**config.mk**
```make
export PLATFORM = sky130hd
export DESIGN_NAME = ofd_top
export DESIGN_NICKNAME = d
export VERILOG_FILES = /design/src/logic/ofd_pkg.sv /design/src/logic/ofd_fields_if.sv /design/src/logic/ofd_top.sv /design/src/logic/ofd_field_xtract.sv
export VERILOG_INCLUDE_DIRS = /design/src /design/src/logic
export SDC_FILE = /design/constraint.sdc
export NUM_CORES = 1
export LEC_CHECK = 0
export BUFFER_PORTS_ARGS = -buffer_cell sky130_fd_sc_hd__clkbuf_2
export CORE_AREA = 2 2 164 166
export DETAILED_ROUTE_END_ITERATION = 10
export DIE_AREA = 0 0 166 168
export PLACE_DENSITY_LB_ADDON = 0.3
export SLEW_MARGIN = 20
export SYNTH_ARGS = -nofsm -noshare
export SYNTH_HDL_FRONTEND = slang
export SYNTH_SLANG_ARGS = --single-unit
```
**constraint.sdc**
```tcl
create_clock -name core_clk_i -period 6.55 [get_ports core_clk_i]
set_input_delay 0.655 -clock core_clk_i [delete_from_list [all_inputs] [get_ports core_clk_i]]
set_output_delay 0.655 -clock core_clk_i [all_outputs]
set_load 0.1 [all_outputs]
```
**src/logic/ofd_cfg.svh**
```systemverilog
`ifndef OFD_CFG_SVH
`define OFD_CFG_SVH
// ----------------------------------------------------------------------
// instruction field positions
// ----------------------------------------------------------------------
`define OFD_F_OPC 15:12
`define OFD_F_SUB 11:8
`define OFD_F_HI8 15:8
`define OFD_F_LO8 7:0
`define OFD_F_D 9
`define OFD_F_A 8
`define OFD_F_LIT8 11
`define OFD_F_BIT 11:9
`define OFD_F_ADDR12 11:0
`define OFD_F_BRA 10:0
`define OFD_F_PTR 5:4
`define OFD_F_LFSRZ 7:6
`define OFD_F_K4 3:0
`define OFD_F_Z 6:0
`define OFD_F_MOVSS 7
`define OFD_F_CALL_S 8
`define OFD_F_RET_S 0
`define OFD_F_TBLHI 7:3
`define OFD_F_TBL_W 2
`define OFD_F_TBL_M 1:0
`define OFD_F_RETHI 7:2
// ----------------------------------------------------------------------
// opcode patterns
// ----------------------------------------------------------------------
`define OFD_OP_ZERO 4'h0
`define OFD_OP_BTG 4'h7
`define OFD_OP_BITHI 2'h2
`define OFD_OP_MOVFF 4'hc
`define OFD_OP_BRA 4'hd
`define OFD_OP_CTL 4'he
`define OFD_OP_CONT 4'hf
`define OFD_SUB_CALL 3'h6
`define OFD_SUB_MOVSX 4'hb
`define OFD_SUB_LFSR 4'he
`define OFD_SUB_GOTO 4'hf
`define OFD_HI8_MISC 8'h00
`define OFD_HI8_MOVLB 8'h01
`define OFD_TBL_HI 5'h01
`define OFD_RET_HI 6'h04
`define OFD_LFSR_Z 2'h0
`define OFD_TM_NONE 2'h0
`define OFD_TM_POSTINC 2'h1
`define OFD_TM_POSTDEC 2'h2
`define OFD_TM_PREINC 2'h3
// ----------------------------------------------------------------------
// access RAM, timing, register map, reset values
// ----------------------------------------------------------------------
`define OFD_ACC_SPLIT 8'h60
`define OFD_ACC_LO_BANK 4'h0
`define OFD_ACC_HI_BANK 4'hf
`define OFD_LAST_PHASE 2'h3
`define OFD_PC_STEP 21'h0_0002
`define OFD_TP_STEP 21'h0_0001
`define OFD_RA_BSR 4'h0
`define OFD_RA_WORKING_REGISTER 4'h1
`define OFD_RA_FLAGS 4'h2
`define OFD_RA_TABLE_POINTER 4'h3
`define OFD_RA_TBLLAT 4'h4
`define OFD_RA_SHADOW 4'h5
`define OFD_RA_IR 4'h6
`define OFD_RA_FADDR 4'h7
`define OFD_RST_BSR 4'h0
`define OFD_RST_BYTE 8'h00
`define OFD_RST_FLAGS 5'h00
`define OFD_RST_TABLE_POINTER 21'h0_0000
`define OFD_RST_WORD 16'h0000
`define OFD_RST_PHASE 2'h0
`endif

```
**src/logic/ofd_pkg.sv**
```systemverilog
package ofd_pkg;
	typedef enum logic [3:0] {
		OFD_FMT_NOP, OFD_FMT_BYTE, OFD_FMT_BIT, OFD_FMT_MOVFF, OFD_FMT_LIT,
		OFD_FMT_BRANCH, OFD_FMT_JUMP, OFD_FMT_TABLE, OFD_FMT_RETURN,
		OFD_FMT_LFSR, OFD_FMT_INDEXED, OFD_FMT_MISC
	} ofd_fmt_t;
	typedef enum logic [1:0] {OFD_LW_NONE, OFD_LW_8, OFD_LW_12, OFD_LW_20} ofd_litw_t;
	typedef enum {OFD_ST_FIRST, OFD_ST_SECOND} ofd_state_t;
	typedef struct packed {
		logic [3:0] bank_select_register;
		logic [4:0] flags;
		logic [7:0] working_register;
	} ofd_shadow_t;
endpackage

```
**src/logic/ofd_fields_if.sv**
```systemverilog
`timescale 1ns/100ps
interface ofd_fields_if;
	import ofd_pkg::*;
	logic [15:0] word1;
	logic [15:0] word2;
	logic [3:0] bank_select_register;
	logic [11:0] ptr;
	logic [20:0] pc;
	ofd_fmt_t fmt;
	logic two_word;
	logic dest_file;
	logic [11:0] file_addr;
	logic [7:0] bit_onehot;
	logic [11:0] src_addr;
	logic [11:0] dst_addr;
	logic [19:0] literal;
	ofd_litw_t lit_width;
	logic [1:0] ptr_sel;
	logic [1:0] tbl_mode;
	logic tbl_write;
	logic [20:0] target;
	logic fast;
	modport xtract (input word1, word2, bank_select_register, ptr, pc, output fmt, two_word, dest_file,
		file_addr, bit_onehot, src_addr, dst_addr, literal, lit_width, ptr_sel,
		tbl_mode, tbl_write, target, fast);
	modport core (output word1, word2, bank_select_register, ptr, pc, input fmt, two_word, dest_file,
		file_addr, bit_onehot, src_addr, dst_addr, literal, lit_width, ptr_sel,
		tbl_mode, tbl_write, target, fast);
endinterface

```
**src/logic/ofd_top.sv**
```systemverilog
// The register offsets and the plain strobed port were chosen for this implementation.
`timescale 1ns/100ps
`include "ofd_cfg.svh"
module ofd_top import ofd_pkg::*; (
	input wire logic core_clk_i, // core clock, 25 MHz
	input wire logic sys_rst_i, // synchronous reset, high
	input wire logic [3:0] reg_addr_i, // register index
	input wire logic [31:0] reg_wdata_i, // register write data
	input wire logic reg_wr_i, // write strobe
	input wire logic reg_rd_i, // read strobe
	output logic [31:0] reg_rdata_o, // read data, cycle after strobe
	input wire logic [15:0] instr_i, // fetched word, taken at last phase
	input wire logic [20:0] pc_i, // byte address of the fetched word
	input wire logic [11:0] ind_ptr_i, // indirect pointer for indexed forms
	input wire logic flush_i, // skip taken or pc changed
	input wire logic result_valid_i, // datapath result strobe
	input wire logic [7:0] result_i, // datapath result byte
	input wire logic [4:0] flag_upd_i, // per-flag update enables
	input wire logic [4:0] flag_val_i, // per-flag new values
	input wire logic tbl_rd_valid_i, // table read data strobe
	input wire logic [7:0] tbl_rd_data_i, // table read data
	output logic [1:0] phase_o, // phase within instruction cycle
	output logic issue_o, // fields below valid, one clock
	output ofd_fmt_t fmt_o, // instruction format
	output logic dest_file_o, // result to file register
	output logic [11:0] file_addr_o, // data memory address
	output logic [7:0] bit_onehot_o, // selected bit
	output logic [11:0] src_addr_o, // move source address
	output logic [11:0] dst_addr_o, // move destination address
	output logic [19:0] literal_o, // literal value
	output ofd_litw_t lit_width_o, // literal width
	output logic [1:0] ptr_sel_o, // indirect pointer designator
	output logic [20:0] target_o, // branch or jump target
	output logic fast_o, // fast call or return
	output logic table_req_o, // table access request, one clock
	output logic table_write_o, // table access is a write
	output logic [20:0] table_addr_o, // program memory address for table access
	output logic [7:0] table_latch_o, // table latch
	output logic [7:0] working_reg_o, // working register
	output logic [3:0] bank_select_o, // bank select register
	output logic [4:0] flags_o // carry, digit carry, zero, overflow, negative
);
	// ----------------------------------------------------------------------
	// field extractor on the word pair being issued
	// ----------------------------------------------------------------------
	ofd_fields_if fi ();
	ofd_field_xtract u_xtract (
		.fi(fi)
	);

	ofd_state_t state_r;
	ofd_state_t state_nxt;
	logic [1:0] phase_r;
	logic [15:0] hold_r;
	logic [15:0] ir_r;
	logic flush_pend_r;
	logic [3:0] bank_select_r;
	logic [3:0] bank_select_nxt;
	logic [7:0] working_reg_r;
	logic [7:0] working_reg_nxt;
	logic [4:0] flags_r;
	logic [4:0] flags_nxt;
	logic [20:0] table_pointer_r;
	logic [20:0] table_pointer_nxt;
	logic [7:0] table_latch_r;
	logic [7:0] table_latch_nxt;
	ofd_shadow_t shadow_r;
	logic [31:0] rdata_r;
	logic [31:0] rdata_nxt;
	logic issue_r;
	ofd_fmt_t fmt_r;
	logic dest_file_r;
	logic [11:0] file_addr_r;
	logic [7:0] bit_onehot_r;
	logic [11:0] src_addr_r;
	logic [11:0] dst_addr_r;
	logic [19:0] literal_r;
	ofd_litw_t lit_width_r;
	logic [1:0] ptr_sel_r;
	logic [20:0] target_r;
	logic fast_r;
	logic table_req_r;
	logic table_write_r;
	logic [20:0] table_addr_r;

	// ----------------------------------------------------------------------
	// instruction cycle sequencing
	// ----------------------------------------------------------------------
	// second word joins the held first word; a lone second word decodes as nop
	assign fi.word1 = (state_r == OFD_ST_SECOND) ? hold_r : instr_i;
	assign fi.word2 = (state_r == OFD_ST_SECOND) ? instr_i : `OFD_RST_WORD;
	assign fi.bank_select_register = bank_select_r;
	assign fi.ptr = ind_ptr_i;
	assign fi.pc = (state_r == OFD_ST_SECOND) ? pc_i - `OFD_PC_STEP : pc_i;

	wire last_phase = phase_r == `OFD_LAST_PHASE;
	wire in_second = state_r == OFD_ST_SECOND;
	// a pending bubble swallows the next word, unless that word is the second word of a pair
	wire bubble = last_phase & ~in_second & flush_pend_r;
	wire start_pair = last_phase & ~in_second & ~flush_pend_r & fi.two_word;
	wire do_issue = last_phase & ~bubble & ~start_pair;
	// a no-op issue, lone second words included, leaves the operand fields alone
	wire do_load = do_issue & (fi.fmt != OFD_FMT_NOP);
	wire issue_tbl = do_issue & (fi.fmt == OFD_FMT_TABLE);
	wire issue_movlb = do_issue & (fi.fmt == OFD_FMT_LIT)
		& (fi.word1[`OFD_F_HI8] == `OFD_HI8_MOVLB);
	wire save_shadow = do_issue & fi.fast & (fi.fmt == OFD_FMT_JUMP);
	wire load_shadow = do_issue & fi.fast & (fi.fmt == OFD_FMT_RETURN);

	// next state: pairs take two cycles, the first one issuing a nop
	always_comb begin
		state_nxt = state_r;
		if (last_phase) begin
			case (state_r)
				OFD_ST_FIRST: begin
					if (start_pair) begin
						state_nxt = OFD_ST_SECOND;
					end
				end
				OFD_ST_SECOND: begin
					state_nxt = OFD_ST_FIRST;
				end
				default: begin
					state_nxt = OFD_ST_FIRST;
				end
			endcase
		end
	end

	// phase counter wraps every four clocks
	always_ff @(posedge core_clk_i) begin
		if (sys_rst_i) begin
			phase_r <= `OFD_RST_PHASE;
			state_r <= OFD_ST_FIRST;
		end else begin
			phase_r <= phase_r + 2'(1);
			state_r <= state_nxt;
		end
	end

	// a new flush wins over the bubble that consumes the old one
	always_ff @(posedge core_clk_i) begin
		if (sys_rst_i) begin
			flush_pend_r <= 1'b0;
		end else begin
			flush_pend_r <= flush_i | (flush_pend_r & ~bubble);
		end
	end

	// first word of a pair is parked until its partner arrives
	always_ff @(posedge core_clk_i) begin
		if (sys_rst_i) begin
			hold_r <= `OFD_RST_WORD;
			ir_r <= `OFD_RST_WORD;
		end else begin
			hold_r <= start_pair ? instr_i : hold_r;
			ir_r <= last_phase ? fi.word1 : ir_r;
		end
	end

	// ----------------------------------------------------------------------
	// registered operand fields, loaded at the issue edge
	// ----------------------------------------------------------------------
	// bubbles and pair starts issue a plain nop so the datapath never stalls
	always_ff @(posedge core_clk_i) begin
		if (sys_rst_i) begin
			issue_r <= 1'b0;
			fmt_r <= OFD_FMT_NOP;
		end else begin
			issue_r <= last_phase;
			fmt_r <= last_phase ? (do_issue ? fi.fmt : OFD_FMT_NOP) : fmt_r;
		end
	end

	always_ff @(posedge core_clk_i) begin
		if (sys_rst_i) begin
			dest_file_r <= 1'b0;
			file_addr_r <= 12'h000;
			bit_onehot_r <= `OFD_RST_BYTE;
			src_addr_r <= 12'h000;
			dst_addr_r <= 12'h000;
			literal_r <= 20'h0_0000;
			lit_width_r <= OFD_LW_NONE;
			ptr_sel_r <= 2'h0;
			target_r <= 21'h0_0000;
			fast_r <= 1'b0;
		end else if (do_load) begin
			dest_file_r <= fi.dest_file;
			file_addr_r <= fi.file_addr;
			bit_onehot_r <= fi.bit_onehot;
			src_addr_r <= fi.src_addr;
			dst_addr_r <= fi.dst_addr;
			literal_r <= fi.literal;
			lit_width_r <= fi.lit_width;
			ptr_sel_r <= fi.ptr_sel;
			target_r <= fi.target;
			fast_r <= fi.fast;
		end
	end

	// ----------------------------------------------------------------------
	// table pointer and latch
	// ----------------------------------------------------------------------
	// pre-increment moves before the access, post modes after it
	wire [20:0] tp_inc = table_pointer_r + `OFD_TP_STEP;
	wire [20:0] tp_dec = table_pointer_r - `OFD_TP_STEP;
	wire tm_inc = (fi.tbl_mode == `OFD_TM_POSTINC) | (fi.tbl_mode == `OFD_TM_PREINC);
	wire tm_dec = fi.tbl_mode == `OFD_TM_POSTDEC;
	wire [20:0] tp_access = (fi.tbl_mode == `OFD_TM_PREINC) ? tp_inc : table_pointer_r;

	// register bus decode
	wire wr_bsr = reg_wr_i & (reg_addr_i == `OFD_RA_BSR);
	wire wr_working_register = reg_wr_i & (reg_addr_i == `OFD_RA_WORKING_REGISTER);
	wire wr_flags = reg_wr_i & (reg_addr_i == `OFD_RA_FLAGS);
	wire wr_table_pointer = reg_wr_i & (reg_addr_i == `OFD_RA_TABLE_POINTER);
	wire wr_tbllat = reg_wr_i & (reg_addr_i == `OFD_RA_TBLLAT);

	// core activity wins over a software write in the same clock
	always_comb begin
		table_pointer_nxt = table_pointer_r;
		if (issue_tbl & tm_inc) begin
			table_pointer_nxt = tp_inc;
		end else if (issue_tbl & tm_dec) begin
			table_pointer_nxt = tp_dec;
		end else if (wr_table_pointer) begin
			table_pointer_nxt = reg_wdata_i[20:0];
		end
		table_latch_nxt = table_latch_r;
		if (tbl_rd_valid_i) begin
			table_latch_nxt = tbl_rd_data_i;
		end else if (wr_tbllat) begin
			table_latch_nxt = reg_wdata_i[7:0];
		end
	end

	always_ff @(posedge core_clk_i) begin
		if (sys_rst_i) begin
			table_pointer_r <= `OFD_RST_TABLE_POINTER;
			table_latch_r <= `OFD_RST_BYTE;
			table_req_r <= 1'b0;
			table_write_r <= 1'b0;
			table_addr_r <= `OFD_RST_TABLE_POINTER;
		end else begin
			table_pointer_r <= table_pointer_nxt;
			table_latch_r <= table_latch_nxt;
			table_req_r <= issue_tbl;
			table_write_r <= issue_tbl ? fi.tbl_write : table_write_r;
			table_addr_r <= issue_tbl ? tp_access : table_addr_r;
		end
	end

	// ----------------------------------------------------------------------
	// bank select, working register, flags, shadows
	// ----------------------------------------------------------------------
	// fast return restores; otherwise core writes beat software writes
	always_comb begin
		bank_select_nxt = bank_select_r;
		if (load_shadow) begin
			bank_select_nxt = shadow_r.bank_select_register;
		end else if (issue_movlb) begin
			bank_select_nxt = fi.word1[`OFD_F_K4];
		end else if (wr_bsr) begin
			bank_select_nxt = reg_wdata_i[3:0];
		end
		working_reg_nxt = working_reg_r;
		if (load_shadow) begin
			working_reg_nxt = shadow_r.working_register;
		end else if (result_valid_i & ~dest_file_r) begin
			working_reg_nxt = result_i;
		end else if (wr_working_register) begin
			working_reg_nxt = reg_wdata_i[7:0];
		end
	end

	// each flag follows the datapath only where its enable is set
	for (genvar i = 0; i < 5; i++) begin : g_flag
		assign flags_nxt[i] = load_shadow ? shadow_r.flags[i]
			: flag_upd_i[i] ? flag_val_i[i]
			: wr_flags ? reg_wdata_i[i] : flags_r[i];
	end

	always_ff @(posedge core_clk_i) begin
		if (sys_rst_i) begin
			bank_select_r <= `OFD_RST_BSR;
			working_reg_r <= `OFD_RST_BYTE;
			flags_r <= `OFD_RST_FLAGS;
		end else begin
			bank_select_r <= bank_select_nxt;
			working_reg_r <= working_reg_nxt;
			flags_r <= flags_nxt;
		end
	end

	// shadows change only on a fast call, never otherwise
	always_ff @(posedge core_clk_i) begin
		if (sys_rst_i) begin
			shadow_r <= '{bank_select_register: `OFD_RST_BSR, flags: `OFD_RST_FLAGS, working_register: `OFD_RST_BYTE};
		end else if (save_shadow) begin
			shadow_r <= '{bank_select_register: bank_select_r, flags: flags_r, working_register: working_reg_r};
		end
	end

	// ----------------------------------------------------------------------
	// register read port, data stands one cycle after the strobe
	// ----------------------------------------------------------------------
	always_comb begin
		rdata_nxt = 32'h0000_0000;
		if (reg_rd_i) begin
			case (reg_addr_i)
				`OFD_RA_BSR: rdata_nxt = 32'(bank_select_r);
				`OFD_RA_WORKING_REGISTER: rdata_nxt = 32'(working_reg_r);
				`OFD_RA_FLAGS: rdata_nxt = 32'(flags_r);
				`OFD_RA_TABLE_POINTER: rdata_nxt = 32'(table_pointer_r);
				`OFD_RA_TBLLAT: rdata_nxt = 32'(table_latch_r);
				`OFD_RA_SHADOW: rdata_nxt = 32'(shadow_r);
				`OFD_RA_IR: rdata_nxt = 32'(ir_r);
				`OFD_RA_FADDR: rdata_nxt = 32'(file_addr_r);
				default: rdata_nxt = 32'h0000_0000;
			endcase
		end
	end

	always_ff @(posedge core_clk_i) begin
		if (sys_rst_i) begin
			rdata_r <= 32'h0000_0000;
		end else begin
			rdata_r <= rdata_nxt;
		end
	end

	// ----------------------------------------------------------------------
	// outputs
	// ----------------------------------------------------------------------
	assign reg_rdata_o = rdata_r;
	assign phase_o = phase_r;
	assign issue_o = issue_r;
	assign fmt_o = fmt_r;
	assign dest_file_o = dest_file_r;
	assign file_addr_o = file_addr_r;
	assign bit_onehot_o = bit_onehot_r;
	assign src_addr_o = src_addr_r;
	assign dst_addr_o = dst_addr_r;
	assign literal_o = literal_r;
	assign lit_width_o = lit_width_r;
	assign ptr_sel_o = ptr_sel_r;
	assign target_o = target_r;
	assign fast_o = fast_r;
	assign table_req_o = table_req_r;
	assign table_write_o = table_write_r;
	assign table_addr_o = table_addr_r;
	assign table_latch_o = table_latch_r;
	assign working_reg_o = working_reg_r;
	assign bank_select_o = bank_select_r;
	assign flags_o = flags_r;
endmodule

```
**src/logic/ofd_field_xtract.sv**
```systemverilog
`timescale 1ns/100ps
`include "ofd_cfg.svh"
module ofd_field_xtract import ofd_pkg::*; (
	ofd_fields_if.xtract fi // word pair in, operand fields out
);
	// ----------------------------------------------------------------------
	// opcode classes; don't-care bits are never compared
	// ----------------------------------------------------------------------
	wire [3:0] opc = fi.word1[`OFD_F_OPC];
	wire [3:0] sub = fi.word1[`OFD_F_SUB];
	wire [7:0] f8 = fi.word1[`OFD_F_LO8];
	wire is_ctl = opc == `OFD_OP_CTL;
	wire is_zero = opc == `OFD_OP_ZERO;
	wire is_movff = opc == `OFD_OP_MOVFF;
	wire is_cont = opc == `OFD_OP_CONT;
	wire is_bit = (opc == `OFD_OP_BTG) | (opc[3:2] == `OFD_OP_BITHI);
	wire is_bra = opc == `OFD_OP_BRA;
	wire is_bcond = is_ctl & ~sub[3];
	wire is_call = is_ctl & (sub[3:1] == `OFD_SUB_CALL);
	wire is_goto = is_ctl & (sub == `OFD_SUB_GOTO);
	wire is_lfsr = is_ctl & (sub == `OFD_SUB_LFSR) & (fi.word1[`OFD_F_LFSRZ] == `OFD_LFSR_Z);
	wire is_movsx = is_ctl & (sub == `OFD_SUB_MOVSX);
	wire is_misc0 = fi.word1[`OFD_F_HI8] == `OFD_HI8_MISC;
	wire is_tbl = is_misc0 & (fi.word1[`OFD_F_TBLHI] == `OFD_TBL_HI);
	wire is_ret = is_misc0 & (fi.word1[`OFD_F_RETHI] == `OFD_RET_HI);
	wire is_movlb = fi.word1[`OFD_F_HI8] == `OFD_HI8_MOVLB;
	wire is_lit = is_zero & (fi.word1[`OFD_F_LIT8] | is_movlb);
	wire is_byte = (~is_zero | ~is_misc0) & ~is_lit & ~is_ctl & ~is_bit & ~is_bra
		& ~is_movff & ~is_cont;
	// ----------------------------------------------------------------------
	// format and operand fields
	// ----------------------------------------------------------------------
	assign fi.fmt = is_cont ? OFD_FMT_NOP : is_byte ? OFD_FMT_BYTE : is_bit ? OFD_FMT_BIT
		: is_movff ? OFD_FMT_MOVFF : is_lit ? OFD_FMT_LIT : (is_bra | is_bcond) ? OFD_FMT_BRANCH
		: (is_call | is_goto) ? OFD_FMT_JUMP : is_tbl ? OFD_FMT_TABLE : is_ret ? OFD_FMT_RETURN
		: is_lfsr ? OFD_FMT_LFSR : is_movsx ? OFD_FMT_INDEXED : is_zero ? OFD_FMT_NOP
		: OFD_FMT_MISC;
	assign fi.two_word = is_movff | is_call | is_goto | is_lfsr | is_movsx;
	assign fi.dest_file = is_bit | (is_byte & fi.word1[`OFD_F_D]);
	// banked or access RAM; the split point is a build constant
	wire [3:0] acc_bank = (f8 < `OFD_ACC_SPLIT) ? `OFD_ACC_LO_BANK : `OFD_ACC_HI_BANK;
	wire [11:0] movff_src = fi.word1[`OFD_F_ADDR12];
	wire [11:0] idx_src = fi.ptr + 12'(fi.word1[`OFD_F_Z]);
	wire [11:0] idx_dst = fi.ptr + 12'(fi.word2[`OFD_F_Z]);
	assign fi.file_addr = is_movff ? movff_src : is_movsx ? idx_src
		: {fi.word1[`OFD_F_A] ? fi.bank_select_register : acc_bank, f8};
	assign fi.src_addr = is_movff ? movff_src : idx_src;
	// the indexed-destination form is told apart by the first word, not the second
	assign fi.dst_addr = (is_movsx & fi.word1[`OFD_F_MOVSS]) ? idx_dst
		: fi.word2[`OFD_F_ADDR12];
	for (genvar i = 0; i < 8; i++) begin : g_bit
		assign fi.bit_onehot[i] = is_bit & (fi.word1[`OFD_F_BIT] == 3'(i));
	end
	// literal widths: 8 plain, 12 for pointer loads, 20 for jumps
	wire [19:0] lit12 = 20'({fi.word1[`OFD_F_K4], fi.word2[`OFD_F_LO8]});
	wire [19:0] lit20 = {fi.word2[`OFD_F_ADDR12], f8};
	assign fi.literal = is_lfsr ? lit12 : (is_call | is_goto) ? lit20 : 20'(f8);
	assign fi.lit_width = is_lfsr ? OFD_LW_12 : (is_call | is_goto) ? OFD_LW_20
		: is_lit ? OFD_LW_8 : OFD_LW_NONE;
	assign fi.ptr_sel = fi.word1[`OFD_F_PTR];
	assign fi.tbl_mode = fi.word1[`OFD_F_TBL_M];
	assign fi.tbl_write = fi.word1[`OFD_F_TBL_W];
	// relative offsets are words, hence the doubling into byte addresses
	wire [20:0] rel_off = is_bra ? 21'(signed'(fi.word1[`OFD_F_BRA])) : 21'(signed'(f8));
	wire [20:0] rel_tgt = fi.pc + `OFD_PC_STEP + {rel_off[19:0], 1'b0};
	assign fi.target = (is_call | is_goto) ? {lit20, 1'b0} : rel_tgt;
	assign fi.fast = is_call ? fi.word1[`OFD_F_CALL_S]
		: is_ret & fi.word1[`OFD_F_RET_S];
endmodule

```
==> results of run 1 <==
final timing paths:
kind / end / slack [ns] / depth (start not counted) / startpoint
max: target_o[20]$_SDFFE_PP0P_ / 1.40 / 14 / state_r[0]$_SDFFE_PP0P_
min: table_latch_o[5]$_SDFFE_PP0P_ / 0.34 / 3 / tbl_rd_data_i[5]
max reg2reg: target_o[20]$_SDFFE_PP0P_ / 1.40 / 14 / state_r[0]$_SDFFE_PP0P_
min reg2reg: phase_o[0]$_SDFF_PP0_ / 0.44 / 1 / phase_o[0]$_SDFF_PP0_
Yosys cell counts, drive strengths merged (13+ instances only):
cell,count
clkbuf,86
nor3,43
ha,55
and2,16
a22oi,34
o21a,13
a311oi,15
dfxtp,239
a31oi,13
nor2b,13
a21oi,90
o21ai,68
mux2i,127
a21o,14
nand2,142
nor2,280
buf,50
a211oi,89
xnor2,43
nand3,33
inv,27
nand4,14
and3,21
xor2,29
per-layer routing:
| layer | vias up | GRT usage (%) | wire (um) |
|---|---|---|---|
| li1 | 6705 | - | - |
| met1 | 6614 | 40.5 | 18800 |
| met2 | 698 | 54.3 | 22000 |
| met3 | 142 | 5.15 | 3870 |
| met4 | 2 | 14.2 | 2200 |
| met5 | - | 0 | 16 |
registers in the layout, indices dropped and copies added (netlist names), 4 cells and up:
signal / flops
bank_select_o: 4
bit_onehot_o: 8
dst_addr_o: 12
file_addr_o: 12
flags_o: 5
fmt_o: 4
hold_r: 16
ir_r: 16
literal_o: 20
reg_rdata_o: 21
shadow_r: 17
src_addr_o: 12
table_addr_o: 21
table_latch_o: 8
table_pointer_r: 21
target_o: 21
working_reg_o: 8
report_power, final:
group | switching [W] | internal [W] | total (W)
combinational | 0.000697 | 0.000254 | 0.000950
sequential | 0.0000458 | 0.00150 | 0.00155
clock | 0.000623 | 0.000900 | 0.00152
total | 0.00137 | 0.00266 | 0.00402
worst min-delay path, cell delays in order:
cell and delay, ns:
clkbuf_2 0.08, a21oi_1 0.06, nor2_1 0.07
cells in the final DEF, fill, tap and decap left out, drive strengths merged, types with 16 or more instances in the layout:
| master | synthesis | routed |
|---|---|---|
| a211oi | 89 | 89 |
| ha | 55 | 55 |
| xor2 | 29 | 29 |
| dfxtp | 239 | 239 |
| o21ai | 68 | 68 |
| nand2 | 142 | 142 |
| nor3 | 43 | 43 |
| mux2i | 127 | 127 |
| inv | 27 | 27 |
| xnor2 | 43 | 43 |
| clkbuf | 86 | 311 |
| and2 | 16 | 16 |
| buf | 50 | 26 |
| and3 | 21 | 21 |
| a21oi | 90 | 90 |
| a22oi | 34 | 34 |
| nor2 | 280 | 280 |
| nand3 | 33 | 33 |
cell type report:
| type | count | area (um2) | area share, % |
|---|---|---|---|
| multi-input cells | 1352 | 8880 | 53.3 |
| flip-flops and latches | 239 | 4790 | 28.7 |
| repair buffers | 298 | 1570 | 9.43 |
| clock buffers | 39 | 779 | 4.68 |
| well taps | 341 | 427 | 2.56 |
| inverters | 31 | 116 | 0.698 |
| clock inverters | 8 | 109 | 0.653 |
cells by family (layout without fill, tap and decap cells):
kind of cell	count (synthesis)	after routing	synth area share [%]
AO/OA/AOI/OAI	440	440	21.3
XOR/XNOR	72	72	4.38
adder cells (fa/ha/maj)	58	58	5.20
buffers and inverters	167	376	5.49
flip-flops	239	239	33.3
multiplexers	136	136	9.80
other	1	11	0.0261
AND/OR/NAND/NOR	635	635	20.5
per-stage QoR:
| step | hold WS [ns] | area [um2] | std cells | setup slack [ns] |
|---|---|---|---|---|
| final | 0.341 | 16700 | 2308 | 1.40 |
| after global routing | 0.342 | 16700 | 2308 | 1.01 |
| after CTS | 0.328 | 16700 | 2308 | 1.38 |
| after detailed placement | 0.435 | 15800 | 2261 | 1.50 |
| after global placement | 0.427 | 15800 | 2261 | 1.60 |
| after floorplan | 0.460 | 14400 | 1758 | 1.85 |
==> summary.md, run 1 <==
| Metric | Value |
|---|---|
| Outcome | finished, final reports clean |
| Antenna Nets Post-Route | 0 |
| # setup viols final | 0 |
| Period utilization | 78.7% |
| Crit path time final | 5.15 ns |
| Gr ovfl total | 0 |
| First-pass GRT wire length | 72.2 mm |
| Total Power | 0.00402 W |
| CTS tree | done |
| Number of global-route vias before repair | 13200 |
| Port-buffer cells | 273 |
| Setup TNS | 0 ns |
| Slew margin rel. | 24.9% |
| Worst vdd ir | 0.000211 V |
| Die Width | 166 um |
| Pre-Repair DR Iteration Count | 7 |
| Synth unique cells | 88 |
| Slowest stage cell, crit path | dfxtp_2 |
| Clock buffers created by TritonCTS | 26 |
| Clock Path Buffers | 3 |
| H-tree level count | 1 |
| Die area | 27900 um2 |
| WP buf/inv | 0 |
| Clk root buf | clkbuf_16 |
| DRT Wirelength | 46.9 mm |
| EDFF count, synth | 0 |
| Initial DRC Count | 1065 |
| Clock Sinks | 239 |
| Fill cells | 2319 |
| Mean Syn Cell Area | 8.23 um2 |
| FF+latch count, synth | 239 |
| Most frequent CP cell | ha_1 |
| Crit path max fanout | 48 |
| Clock skew | 0.0162 ns |
| Ant. Diodes | 0 |
| Skew-Pair Late Insertion Delay | 0.55 ns |
| Hold_buf cts | 0 |
| Fmax | 0.194 GHz |
| Util after Layout | 63.3% |
| Critical Path Max Stage Delay | 0.97 ns |
| CORE AREA | 26400 um2 |
| # rows | 60 |
| Ys flop type | dfxtp_1 |
| Synth Warn # | 0 |
| Via count | 14200 |
| Post-CTS Setup Bufs | 0 |
| Placed wire-length estimate | 34.2 mm |
| Synthesized instance count | 1748 |
| Antenna violations before repair | 1 |
| Die H | 168 um |
| Final hold vios | 0 |
| Layout cells sized above 1 | 19.5% |
| Total track usage | 32.1% |
| Top-Level Pins | 296 |
| RSZ-0062 raised after global routing | no |
| CP Capture Type | register |
| Synthesis-to-layout area growth | 15.9% |
| Setup Crit Path Kind | register to register |
| Synth area leaders | dfxtp_1, mux2i_1, nor2_1 |
| Hold Crit Class | input pin to register |
| Delay-heaviest family, CP | compound AO/OA/AOI/OAI gates |
| WP data arrival | 5.61 ns |
| Mapped cell area | 14400 um2 |
| Leading area contributor after synthesis | dfxtp_1 |
| DRC errors left | 0 |
| WL per Instance | 20.3 um |
| Largest net degree at the start of global routing | 92 |
| RePlAce Congestion | 1.00 |
| Vias/cell | 6.14 |
| Share of the synthesized area in the top cell type | 33.3% |
| Leak | 7.05 nW |
| CP Cell Sequence | nand3_1 > a22oi_2 > nor2_1 > a21oi_1 > ha_1 > ha_1 > and3_1 > a221oi_1 > o21ai_0 > a41o_1 > nor3_1 > o21bai_1 > or3_1 > a31oi_1 |
| Clock transition at the registers of the reported paths | 0.06 ns |
| CTS resizes | 0 |
| Asr flop ratio synth | 0% |
| Fin nets | 2124 |
| Post-synthesis sequential area ratio | 33.3% |
| Worst Tran Pin Value | 1.12 ns |
| CP Launch Type | register |
| Pwr dens | 241 nW/um2 |
| Starting Density | 54.6% |
| Max-slew violations | 0 |
| WP data required | 7.01 ns |
| Max Cap Viol | 0 |
No activity file was read; power rests on OpenSTA's default activity.
==> run 2: changes to the inputs <==
clock period = 4.8 ns   (was 6.55 ns; I/O delays follow)
==> summary.md, run 2 (synthesis gave the netlist of run 1 again) <==
| Metric | Value |
|---|---|
| Crit path max fanout | 4 |
| Pre-Repair DR Iteration Count | 5 |
| Via count | 14200 |
| Largest net degree at the start of global routing | 97 |
| CTS tree | done |
| Slew margin rel. | 24.4% |
| Fin nets | 2147 |
| Clock buffers created by TritonCTS | 27 |
| Die area | 27900 um2 |
| Vias/cell | 6.07 |
| Gr ovfl total | 0 |
| Slowest stage cell, crit path | or3b_4 |
| Hold Crit Class | input pin to register |
| Fill cells | 2331 |
| Max-slew violations | 0 |
| WHS Endpoint | table_latch_o[1]$_SDFFE_PP0P_ |
| Most frequent cells in the layout | nor2_1, clkbuf_2, dfxtp_1 |
| RePlAce Congestion | 0.963 |
| Area after DPL | 16000 um2 |
| CP Launch Type | register |
| Worst hold path cell count | 3 |
| Clk root buf | clkbuf_16 |
| Top-Level Pins | 296 |
| Delay-heaviest family, CP | simple AND/OR/NAND/NOR gates |
| Critical Path Max Stage Delay | 0.47 ns |
| Ant. Diodes | 0 |
| Setup TNS | 0 ns |
| CTS resizes | 0 |
| Worst R2R Setup Slack | 0.42 ns |
| Port-buffer cells | 273 |
| Max Cap Viol | 0 |
| Total track usage | 32.4% |
| WL per Instance | 20.3 um |
| Leak | 7.19 nW |
| Synthesis-to-layout area growth | 17.6% |
| H-tree level count | 1 |
| Number of global-route vias before repair | 13200 |
| WP data required | 5.28 ns |
| Starting Density | 54.6% |
| WP buf/inv | 0 |
| Fmax | 0.228 GHz |
| # setup viols final | 0 |
| First-pass GRT wire length | 72.8 mm |
| Die Width | 166 um |
| Hold_sp | tbl_rd_data_i[1] |
| Die H | 168 um |
| WP data arrival | 4.86 ns |
| Clock Sinks | 239 |
| Dpl cells | 2283 |
| Crit path time final | 4.38 ns |
| DRT Wirelength | 47.3 mm |
| Placed wire-length estimate | 34.7 mm |
| Worst reg2reg endpoint | target_o[20]$_SDFFE_PP0P_ |
| DRC errors left | 0 |
| Setup Crit Path Kind | register to register |
| RSZ-0062 raised after global routing | no |
| Clock skew | 0.0248 ns |
| CP Cell Sequence | or3b_1 > or3_4 > nor4_4 > or3b_4 > xnor2_1 > ha_1 > ha_1 > and3_1 > a221oi_1 > o21ai_0 > a41o_1 > nor3_1 > o21bai_1 > or3_1 > a31oi_1 |
| Antenna Nets Post-Route | 0 |
| CP Capture Type | register |
| Hold_buf cts | 0 |
| Most frequent CP cell | ha_1 |
| Worst Tran Pin Value | 1.13 ns |
| Layout cells sized above 1 | 20.6% |
| Skew-Pair Late Insertion Delay | 0.57 ns |
| Post-CTS Setup Bufs | 0 |
| Outcome | finished, final reports clean |
| Period utilization | 91.2% |
| Final hold vios | 0 |
| Non-filler instance count after layout | 2333 |
| Util after Layout | 64.2% |
| Worst r2r src | state_r[0]$_SDFFE_PP0P_ |
| Initial DRC Count | 1272 |
| # rows | 60 |
| CORE AREA | 26400 um2 |
| Antenna violations before repair | 0 |
| Worst vdd ir | 0.000330 V |
| Post-layout instance area | 16900 um2 |
| Clock Path Buffers | 3 |
| Pwr dens | 334 nW/um2 |
| Most common cell after layout, fill and taps aside | nor2_1 |
| Clock transition at the registers of the reported paths | 0.06 ns |
| Worst reg2reg path depth | 15 |
## run 2: cell count changes in the layout (fill, tap and decap cells not counted)
cell	delta
clkbuf_1	-1
clkinv_8	-1
clkbuf_16	+1
nor2_2	+1
clkbuf_8	-3
buf_4	+20
nor4_2	+1
nor2_1	-1
inv_16	+1
clkinv_2	+4
buf_12	+2
nor4_4	-1
bufinv_16	+2
## run 2: metal layers
layer	GRT usage [%]	up-vias	wire [um]
li1	-	6763	-
met1	41.0	6641	19000
met2	54.2	635	21900
met3	5.24	132	3970
met4	15.6	0	2400
met5	0	-	0
## run 2: stage by stage
stage	setup WS (ns)	power (W)	hold WS (ns)
3_3_place_gp	0.261	0.00343	0.427
5_1_grt	0.138	0.00584	0.151
2_1_floorplan	0.101	0.00315	0.460
6_report	0.421	0.00565	0.147
4_1_cts	0.399	0.00565	0.135
3_5_place_dp	0.163	0.00345	0.450
## run 2: worst max-delay path by stage
stage	startpoint	end	slack, ns	depth (start not counted)
6_report	state_r[0]$_SDFFE_PP0P_	target_o[20]$_SDFFE_PP0P_	0.42	15
4_1_cts	state_r[0]$_SDFFE_PP0P_	target_o[20]$_SDFFE_PP0P_	0.40	15
3_3_place_gp	pc_i[3]	target_o[20]$_SDFFE_PP0P_	0.26	16
2_1_floorplan	state_r[0]$_SDFFE_PP0P_	target_o[20]$_SDFFE_PP0P_	0.10	21
5_1_grt	state_r[0]$_SDFFE_PP0P_	target_o[20]$_SDFFE_PP0P_	0.14	15
3_5_place_dp	pc_i[3]	target_o[20]$_SDFFE_PP0P_	0.16	16
## run 2: cell type report
| class | count | area, um2 | area share, % |
|---|---|---|---|
| clock buffer | 36 | 759 | 4.49 |
| clock inverter | 14 | 193 | 1.14 |
| inverter | 31 | 116 | 0.688 |
| multi-input combinational | 1352 | 8870 | 52.5 |
| sequential | 239 | 4790 | 28.3 |
| tap | 341 | 427 | 2.52 |
| timing repair buffer | 320 | 1760 | 10.4 |
## run 2: power by group
| group | switching, W | leakage [nW] | internal, W |
|---|---|---|---|
| logic | 0.000957 | 4.79 | 0.000356 |
| clock network | 0.000891 | 0.464 | 0.00133 |
| registers | 0.0000617 | 1.94 | 0.00205 |
| total | 0.00191 | 7.19 | 0.00374 |
## run 2: worst register-to-register path, stage by stage, from the launching register on
cell and delay (ns):
dfxtp_2 0.35, or3b_1 0.37, or3_4 0.41, nor4_4 0.23
or3b_4 0.47, xnor2_1 0.14, ha_1 0.27, ha_1 0.35
and3_1 0.24, a221oi_1 0.29, o21ai_0 0.19, a41o_1 0.30
nor3_1 0.14, o21bai_1 0.11, or3_1 0.34, a31oi_1 0.12
